`src/hdl/e1dm_defs.vh`:
```
`ifndef E1DM_DEFS_VH
`define E1DM_DEFS_VH

// register byte addresses on the apb bus
`define E1DM_ADDR_STATUS   8'h00
`define E1DM_ADDR_FRAMING  8'h04
`define E1DM_ADDR_ENABLE   8'h08
`define E1DM_ADDR_EVT      8'h0c
`define E1DM_ADDR_EVT_EN   8'h10
`define E1DM_ADDR_EVT_CLR  8'h14

// status register bit positions
`define E1DM_BIT_OOF       7
`define E1DM_BIT_AIS       6
`define E1DM_BIT_MYEL      5
`define E1DM_BIT_LOS       4

// framing control fields
`define E1DM_ALIGNMENT_LOSS_CRITERION_LSB      0
`define E1DM_ALIGNMENT_LOSS_CRITERION_RST      3'h4

// enable register fields
`define E1DM_EN_BLOCK      1
`define E1DM_EN_MYEL       0

// event register bit positions
`define E1DM_EVT_OOF       0
`define E1DM_EVT_AIS       1
`define E1DM_EVT_MYEL      2
`define E1DM_EVT_LOS       3

// timing figures
`define E1DM_E1_BITS_FRAME 256
`define E1DM_AIS_TIME_US   250
`define E1DM_AIS_FRAMES    2
`define E1DM_LOS_BITS      175
`define E1DM_AIS_MAXZ      2

`endif

```
`src/hdl/e1dm_ais_detect.v`:
```
`timescale 1ns/100ps
`include "e1dm_defs.vh"

module e1dm_ais_detect #(
  parameter FRAME_BITS = `E1DM_E1_BITS_FRAME,
  parameter NFRAMES    = `E1DM_AIS_FRAMES
) (
  // clock and reset
  input  wire pclk,
  input  wire presetn,
  // received bit stream
  input  wire bit_valid,
  input  wire bit_data,
  // defect state
  output reg  ais_state
);

  reg [8:0] bit_cnt;
  reg [7:0] zero_cnt;
  reg [1:0] allone_run;
  reg [1:0] zeros_run;
  wire      frame_end = bit_valid && (bit_cnt == FRAME_BITS - 1);
  wire [7:0] next_zero = zero_cnt + {7'h00, ~bit_data};
  wire      many_zero = next_zero > `E1DM_AIS_MAXZ;

  // frames are counted on a free bit grid; ais is unframed so no alignment exists
  always @(posedge pclk or negedge presetn)
  begin
    if (!presetn)
    begin
      bit_cnt    <= 9'h000;
      zero_cnt   <= 8'h00;
      allone_run <= 2'h0;
      zeros_run  <= 2'h0;
      ais_state  <= 1'b0;
    end
    else if (bit_valid)
    begin
      if (frame_end)
      begin
        bit_cnt  <= 9'h000;
        zero_cnt <= 8'h00;
        if (many_zero)
        begin
          allone_run <= 2'h0;
          if (zeros_run != 2'h3)
            zeros_run <= zeros_run + 2'h1;
          if (ais_state && zeros_run + 2'h1 >= NFRAMES)
            ais_state <= 1'b0;
        end
        else
        begin
          zeros_run <= 2'h0;
          if (allone_run != 2'h3)
            allone_run <= allone_run + 2'h1;
          if (allone_run + 2'h1 >= NFRAMES)
            ais_state <= 1'b1;
        end
      end
      else
      begin
        bit_cnt  <= bit_cnt + 9'h001;
        if (zero_cnt != 8'hff)
          zero_cnt <= next_zero;
      end
    end
  end

endmodule // e1dm_ais_detect

```
`src/hdl/e1dm_monitor.v`:
```
`timescale 1ns/100ps
`include "e1dm_defs.vh"

module e1dm_monitor #(
  parameter LOS_BITS = `E1DM_LOS_BITS
) (
  // apb slave
  input  wire        pclk,
  input  wire        presetn,
  input  wire        psel,
  input  wire        penable,
  input  wire        pwrite,
  input  wire [7:0]  paddr,
  input  wire [31:0] pwdata,
  output reg  [31:0] prdata,
  output reg         pready,
  output reg         pslverr,
  // receive line, asynchronous to pclk
  input  wire        rx_bit_valid,
  input  wire        rx_bit_data,
  input  wire        rx_fas_check,
  input  wire        rx_fas_error,
  input  wire        rx_mf0_ts16,
  input  wire        rx_y_bit,
  // interrupt
  output reg         irq
);

  ////////////////////////////////////////////////////////////////////////////
  // input synchronisers: one flop stage feeding only the second

  localparam NSYNC = 6;
  wire [NSYNC-1:0] async_in = {rx_bit_valid, rx_bit_data, rx_fas_check,
                               rx_fas_error, rx_mf0_ts16, rx_y_bit};
  reg  [NSYNC-1:0] sync_a;
  reg  [NSYNC-1:0] sync_b;
  reg              valid_d;

  genvar gi;
  generate
    for (gi = 0; gi < NSYNC; gi = gi + 1)
    begin : g_sync
      always @(posedge pclk or negedge presetn)
      begin
        if (!presetn)
        begin
          sync_a[gi] <= 1'b0;
          sync_b[gi] <= 1'b0;
        end
        else
        begin
          sync_a[gi] <= async_in[gi];
          sync_b[gi] <= sync_a[gi];
        end
      end
    end
  endgenerate

  // strobes are toggled by the line side so every edge is one new bit
  always @(posedge pclk or negedge presetn)
  begin
    if (!presetn)
      valid_d <= 1'b0;
    else
      valid_d <= sync_b[5];
  end

  // the line may idle at either level; strobes are ignored until the first
  // synchronised sample has reached valid_d, so reset gives no false bit
  reg [1:0] sync_age;

  always @(posedge pclk or negedge presetn)
  begin
    if (!presetn)
      sync_age <= 2'h0;
    else if (sync_age != 2'h3)
      sync_age <= sync_age + 2'h1;
  end

  wire bit_stb  = (sync_b[5] ^ valid_d) && (sync_age == 2'h3);
  wire bit_data = sync_b[4];
  wire fas_chk  = bit_stb && sync_b[3];
  wire fas_err  = sync_b[2];
  wire mf0_ts16 = bit_stb && sync_b[1];
  wire y_bit    = sync_b[0];

  ////////////////////////////////////////////////////////////////////////////
  // control registers

  reg  [2:0] alignment_loss_criterion;
  reg  [1:0] enable_reg;
  reg  [3:0] evt_enable;
  reg  [3:0] evt_status;
  reg        rx_multiframe_yellow_change;
  reg        rx_frame_loss_state;
  reg        rx_signal_loss_state;
  reg        myel_state;
  wire       rx_alarm_indication_state;

  wire acc      = psel && penable && pready;
  wire wr       = acc && pwrite;
  wire rd       = acc && !pwrite;
  wire rd_stat  = rd && (paddr == `E1DM_ADDR_STATUS);

  ////////////////////////////////////////////////////////////////////////////
  // out-of-frame: count consecutive errored alignment patterns

  reg [2:0] fas_err_run;

  always @(posedge pclk or negedge presetn)
  begin
    if (!presetn)
    begin
      fas_err_run         <= 3'h0;
      rx_frame_loss_state <= 1'b0;
    end
    else if (fas_chk)
    begin
      if (fas_err)
      begin
        if (fas_err_run != 3'h7)
          fas_err_run <= fas_err_run + 3'h1;
        if (fas_err_run + 3'h1 >= alignment_loss_criterion)
          rx_frame_loss_state <= 1'b1;
      end
      else
      begin
        // a good pattern ends the run and clears the frame loss state at once
        fas_err_run         <= 3'h0;
        rx_frame_loss_state <= 1'b0;
      end
    end
  end

  ////////////////////////////////////////////////////////////////////////////
  // alarm indication

  e1dm_ais_detect u_ais (
    .pclk      (pclk),
    .presetn   (presetn),
    .bit_valid (bit_stb),
    .bit_data  (bit_data),
    .ais_state (rx_alarm_indication_state)
  );

  ////////////////////////////////////////////////////////////////////////////
  // loss of signal: run of zeros declares, ones density over a window clears

  reg [7:0] zero_run;
  reg [7:0] win_cnt;
  reg [7:0] ones_cnt;
  reg [7:0] gap_cnt;
  reg       density_ok;
  wire      win_end = (win_cnt == LOS_BITS - 1);

  always @(posedge pclk or negedge presetn)
  begin
    if (!presetn)
    begin
      zero_run             <= 8'h00;
      win_cnt              <= 8'h00;
      ones_cnt             <= 8'h00;
      gap_cnt              <= 8'h00;
      density_ok           <= 1'b1;
      rx_signal_loss_state <= 1'b0;
    end
    else if (bit_stb)
    begin
      zero_run <= bit_data ? 8'h00 : ((zero_run == 8'hff) ? 8'hff : zero_run + 8'h01);
      // 12.5 percent density: no gap of more than seven zeros within the window
      gap_cnt  <= bit_data ? 8'h00 : gap_cnt + 8'h01;
      if (!bit_data && gap_cnt >= 8'h07)
        density_ok <= 1'b0;
      if (bit_data)
        ones_cnt <= ones_cnt + 8'h01;
      if (win_end)
      begin
        win_cnt    <= 8'h00;
        ones_cnt   <= 8'h00;
        density_ok <= 1'b1;
        if (rx_signal_loss_state && density_ok && ({ones_cnt, 3'h0} >= LOS_BITS))
          rx_signal_loss_state <= 1'b0;
      end
      else
        win_cnt <= win_cnt + 8'h01;
      // a lone one never clears the defect; only a clean window does
      if (!bit_data && zero_run + 8'h01 >= LOS_BITS)
        rx_signal_loss_state <= 1'b1;
    end
  end

  ////////////////////////////////////////////////////////////////////////////
  // multiframe yellow alarm and its change flag

  wire next_myel   = mf0_ts16 ? y_bit : myel_state;
  wire myel_change = next_myel != myel_state;

  always @(posedge pclk or negedge presetn)
  begin
    if (!presetn)
    begin
      myel_state                  <= 1'b0;
      rx_multiframe_yellow_change <= 1'b0;
    end
    else
    begin
      myel_state <= next_myel;
      // a change in the read cycle survives the read; only a returned 1 is cleared
      if (myel_change)
        rx_multiframe_yellow_change <= 1'b1;
      else if (rd_stat && prdata[`E1DM_BIT_MYEL])
        rx_multiframe_yellow_change <= 1'b0;
    end
  end

  ////////////////////////////////////////////////////////////////////////////
  // sticky event bits for all four defects, yellow included

  reg  [3:0] prev_state;
  wire [3:0] cur_state = {rx_signal_loss_state, myel_state,
                          rx_alarm_indication_state, rx_frame_loss_state};
  wire [3:0] evt_set   = cur_state ^ prev_state;
  wire [3:0] evt_clr   = (wr && paddr == `E1DM_ADDR_EVT_CLR) ? pwdata[3:0] : 4'h0;

  always @(posedge pclk or negedge presetn)
  begin
    if (!presetn)
    begin
      prev_state <= 4'h0;
      evt_status <= 4'h0;
    end
    else
    begin
      prev_state <= cur_state;
      evt_status <= (evt_status & ~evt_clr) | evt_set;
    end
  end

  ////////////////////////////////////////////////////////////////////////////
  // apb register access, zero wait states

  wire [7:0] status_byte = {rx_frame_loss_state, rx_alarm_indication_state,
                            rx_multiframe_yellow_change, rx_signal_loss_state,
                            4'h0};

  always @(posedge pclk or negedge presetn)
  begin
    if (!presetn)
    begin
      alignment_loss_criterion <= `E1DM_ALIGNMENT_LOSS_CRITERION_RST;
      enable_reg               <= 2'h0;
      evt_enable               <= 4'h0;
      prdata                   <= 32'h00000000;
      pready                   <= 1'b0;
      pslverr                  <= 1'b0;
    end
    else
    begin
      pready  <= psel && !penable;
      pslverr <= 1'b0;
      prdata  <= 32'h00000000;
      if (psel && !penable)
      begin
        case (paddr)
          `E1DM_ADDR_STATUS  : prdata <= {24'h000000, status_byte};
          `E1DM_ADDR_FRAMING : prdata <= {29'h00000000, alignment_loss_criterion};
          `E1DM_ADDR_ENABLE  : prdata <= {30'h00000000, enable_reg};
          `E1DM_ADDR_EVT     : prdata <= {28'h0000000, evt_status};
          `E1DM_ADDR_EVT_EN  : prdata <= {28'h0000000, evt_enable};
          `E1DM_ADDR_EVT_CLR : prdata <= 32'h00000000;
          default            : pslverr <= 1'b1;
        endcase
      end
      // writes land at the completing edge, as the status clear does
      if (wr)
      begin
        case (paddr)
          `E1DM_ADDR_FRAMING : alignment_loss_criterion <= pwdata[2:0];
          `E1DM_ADDR_ENABLE  : enable_reg <= pwdata[1:0];
          `E1DM_ADDR_EVT_EN  : evt_enable <= pwdata[3:0];
          default            : ;
        endcase
      end
    end
  end

  ////////////////////////////////////////////////////////////////////////////
  // interrupt pin

  always @(posedge pclk or negedge presetn)
  begin
    if (!presetn)
      irq <= 1'b0;
    else
      irq <= enable_reg[`E1DM_EN_BLOCK] &&
             ((enable_reg[`E1DM_EN_MYEL] && rx_multiframe_yellow_change) ||
              |(evt_status & evt_enable));
  end

endmodule // e1dm_monitor

```
`config.mk`:
```
export PLATFORM = sky130hd
export DESIGN_NAME = e1dm_monitor
export DESIGN_NICKNAME = d
export VERILOG_FILES = /design/src/hdl/e1dm_ais_detect.v /design/src/hdl/e1dm_monitor.v
export VERILOG_INCLUDE_DIRS = /design/src /design/src/hdl
export SDC_FILE = /design/constraint.sdc
export NUM_CORES = 1
export LEC_CHECK = 0
export ABC_CLOCK_PERIOD_IN_PS = 4100
export BUFFER_PORTS_ARGS = -buffer_cell sky130_fd_sc_hd__buf_2
export CORE_MARGIN = 5
export CORE_UTILIZATION = 45
export CTS_CLUSTER_SIZE = 12
export DETAILED_ROUTE_END_ITERATION = 7
export GPL_ROUTABILITY_DRIVEN = 0
export HOLD_SLACK_MARGIN = 0.06
export PLACE_DENSITY_LB_ADDON = 0.25
export SLEW_MARGIN = 10
export SYNTH_ARGS = -nofsm -noshare
export SYNTH_HDL_FRONTEND = slang
export SYNTH_SLANG_ARGS = --single-unit
```
`constraint.sdc`:
```
create_clock -name pclk -period 4.1 [get_ports pclk]
set_input_delay 0.82 -clock pclk [delete_from_list [all_inputs] [get_ports pclk]]
set_output_delay 0.82 -clock pclk [all_outputs]
set_load 0.02 [all_outputs]
```
==> results.md <==
- Status: finished clean
- Cell taking the most area after synthesis: dfrtp_1
- Post_cts resized: 0
- Antenna Cells: 0
- DRT Wirelength: 9765 microns
- Multi-input logic area: 2450 sq um
- Post-CTS Setup Repair Bufs: 0
- Synth top area cells: dfrtp_1, ha_1, buf_4, mux2_2, nand2_1
- Vias in the first global route: 3606
- F_max: 355.4 MHz
- Max VDD drop: 0.3213 mV
- H-tree depth: 3
- Min Tclk post-route: 2.814 ns
- Internal: 1843 uW
- Syn. warnings: 0
- Hold Path Class: flip-flop to flip-flop
- Top-count cell post-synth: dfrtp_1
- Post-synth EDFFs: 0
- Detailed Place HPWL: 6841 microns
- Total track usage: 0.1455
- Leakage: 0.002662 uW
- Worst slew margin: 0.3776
- Starting Density: 0.4610
- Post-route ant nets: 0
- CTS tree: done
- # nets final: 607
- Clock power frac: 0.315
- Comb pwr share: 0.182
- CTS Buffer Depth: 2
- Layout cells sized above 1: 0.1550
- Die height: 118.4 microns
- Worst setup SP type: flip-flop
- Sequential Area: 2630 sq um
- # setup viols final: 0
- Max reg flops: 9
- Area growth from synthesis to layout: 9.610%
- Largest net degree at the start of global routing: 60
- Routed vias/inst: 5.371
- Final Skew: 0.01004 ns
- Initial antenna violation count: 0
- Synthesized area per cell: 10.43 sq um
- Hold Buf Count CTS: 0
- Share of the synthesized area in the top cell type: 0.4876
- Sw Ratio: 0.3228
- Worst EP required: 4.34 ns
- # DRC: 0
- Sequential area share after synthesis: 0.4975
- WHS: 0.3503 ns
- Gr ovfl total: 0
- Via count: 3679
- Setup_tns: 0 ns
- CTS clock-pin slew for the worst setup and hold paths: 0.07 ns
- First-pass GRT wire length: 17000 microns
- WL per Instance: 14.26 microns
- Die span in x: 118.4 microns
- Final hold violation count: 0
- Worst skew pair latency: 0.36 ns
- Reg power frac: 0.502
- Die area: 14020 sq um
- CTS Sinks: 105
- Fill cells: 1022
- Slew @ Worst Pin: 0.9317 ns
- Switching power total: 878.8 uW
- Core ar.: 11470 sq um
- Netlist cell types: 63
- Max-Cap Viols: 0
- I/O Buffers: 33
- Row count: 39
- RSZ-0062 raised after global routing: false
- Worst setup path class: flip-flop to flip-flop
- Crit share post-route: 0.6863
- Gate Count Post-Synth: 507
- Slew Viols, Final: 0
- CTS Root Cell: clkbuf_16
- Total CTS buffers: 9
- Ys flop type: dfrtp_1
- #FFs+latches synth: 105
- CP Data Arrival Time: 3.05 ns
- CP max FO: 14
- Power per cell area: 469.8 nW/um^2
- First-pass detailed-route iteration total: 4
- Top reg by flops: u_ais.bit_cnt
- Asr flop ratio synth: 1.000
- Worst setup EP type: flip-flop
- Number of DRC markers in iteration 0: 269
- Post-synth top cells: dfrtp_1, nand2_1, nor2_1
- Synth Cell Area: 5286 sq um
- IO Pins: 86
## per-layer routing
layer  GRT usage  part of all wire
met1      0.1952              0.48
met2      0.2278              0.46
met3     0.04728             0.043
met4     0.04181             0.012
met5           0                 0
## path summary, 6_finish.rpt
kind | from | to | slack, ns | cells after the start
max in group asynchronous | presetn | u_ais.allone_run[0]$_DFFE_PN0P_ | 2.92 | 2
worst max register to register | bit_data$_DFF_PN0_ | u_ais.zeros_run[0]$_DFFE_PN0P_ | 1.29 | 8
worst min register to register | sync_a[0]$_DFF_PN0_ | y_bit$_DFF_PN0_ | 0.35 | 0
worst max-delay path | bit_data$_DFF_PN0_ | u_ais.zeros_run[0]$_DFFE_PN0P_ | 1.29 | 8
min in group asynchronous | presetn | evt_enable[1]$_DFFE_PN0P_ | 0.46 | 1
worst min-delay path | sync_a[0]$_DFF_PN0_ | y_bit$_DFF_PN0_ | 0.35 | 0
## power groups by stage
stage | sequential, uW | combinational [uW] | clock, uW
global placement | 1380 | 482 | 0
floorplan | 1330 | 437 | 0
global route | 1400 | 566 | 920
detailed placement | 1380 | 497 | 0
CTS | 1370 | 503 | 885
finish | 1370 | 496 | 858
## cell usage in the layout (no fill, tap or decap), drive strengths merged, types with 18 or more instances in the layout
| cell type | synthesis | routed |
|---|---|---|
| dfrtp | 103 | 103 |
| nand2 | 47 | 47 |
| nor2 | 42 | 42 |
| buf | 30 | 35 |
| o21ai | 25 | 25 |
| conb | 1 | 24 |
| nand3 | 21 | 21 |
| inv | 13 | 20 |
| ha | 19 | 19 |
| a21oi | 18 | 18 |
## layout make-up
| class | instances | share of cell area |
|---|---|---|
| clock buffers | 9 | 0.03887 |
| flip-flops and latches | 105 | 0.4539 |
| repair buffers | 35 | 0.03369 |
| multi-input cells | 373 | 0.4228 |
| inverters | 13 | 0.008422 |
| well taps | 143 | 0.03088 |
| clock inverters | 7 | 0.01144 |
## worst max-delay path, stage by stage, from the launching register on
cell and delay [ns]:
dfrtp_1 0.68, inv_1 0.19, ha_1 0.28, ha_1 0.24, xor2_1 0.17, a221o_1 0.28, a2111oi_2 0.45, and4_1 0.33
a211oi_1 0.07
## through the flow
step / std cells / total power [uW] / area, sq um / setup WS (ns) / utilization
6_report: 685 / 2722 / 5794 / 1.286 / 0.5053
3_5_place_dp: 669 / 1881 / 5503 / 1.263 / 0.4799
3_3_place_gp: 669 / 1862 / 5503 / 1.332 / 0.4799
5_1_grt: 685 / 2883 / 5794 / 1.122 / 0.5053
4_1_cts: 685 / 2753 / 5794 / 1.278 / 0.5053
2_1_floorplan: 530 / 1764 / 5373 / 1.732 / -
## cells by family (layout without fill, tap and decap cells)
group / count (synthesis) / count (layout) / synth area share
adder cells (fa/ha/maj): 19 / 19 / 0.04497
flip-flops: 105 / 105 / 0.4975
AND/OR/NAND/NOR: 183 / 183 / 0.1813
other: 1 / 24 / 0.0007094
AO/OA/AOI/OAI: 96 / 96 / 0.1252
buffers and inverters: 52 / 64 / 0.05538
XOR/XNOR: 29 / 29 / 0.04947
multiplexers: 22 / 22 / 0.04544
(Power assumes the default switching activity.)
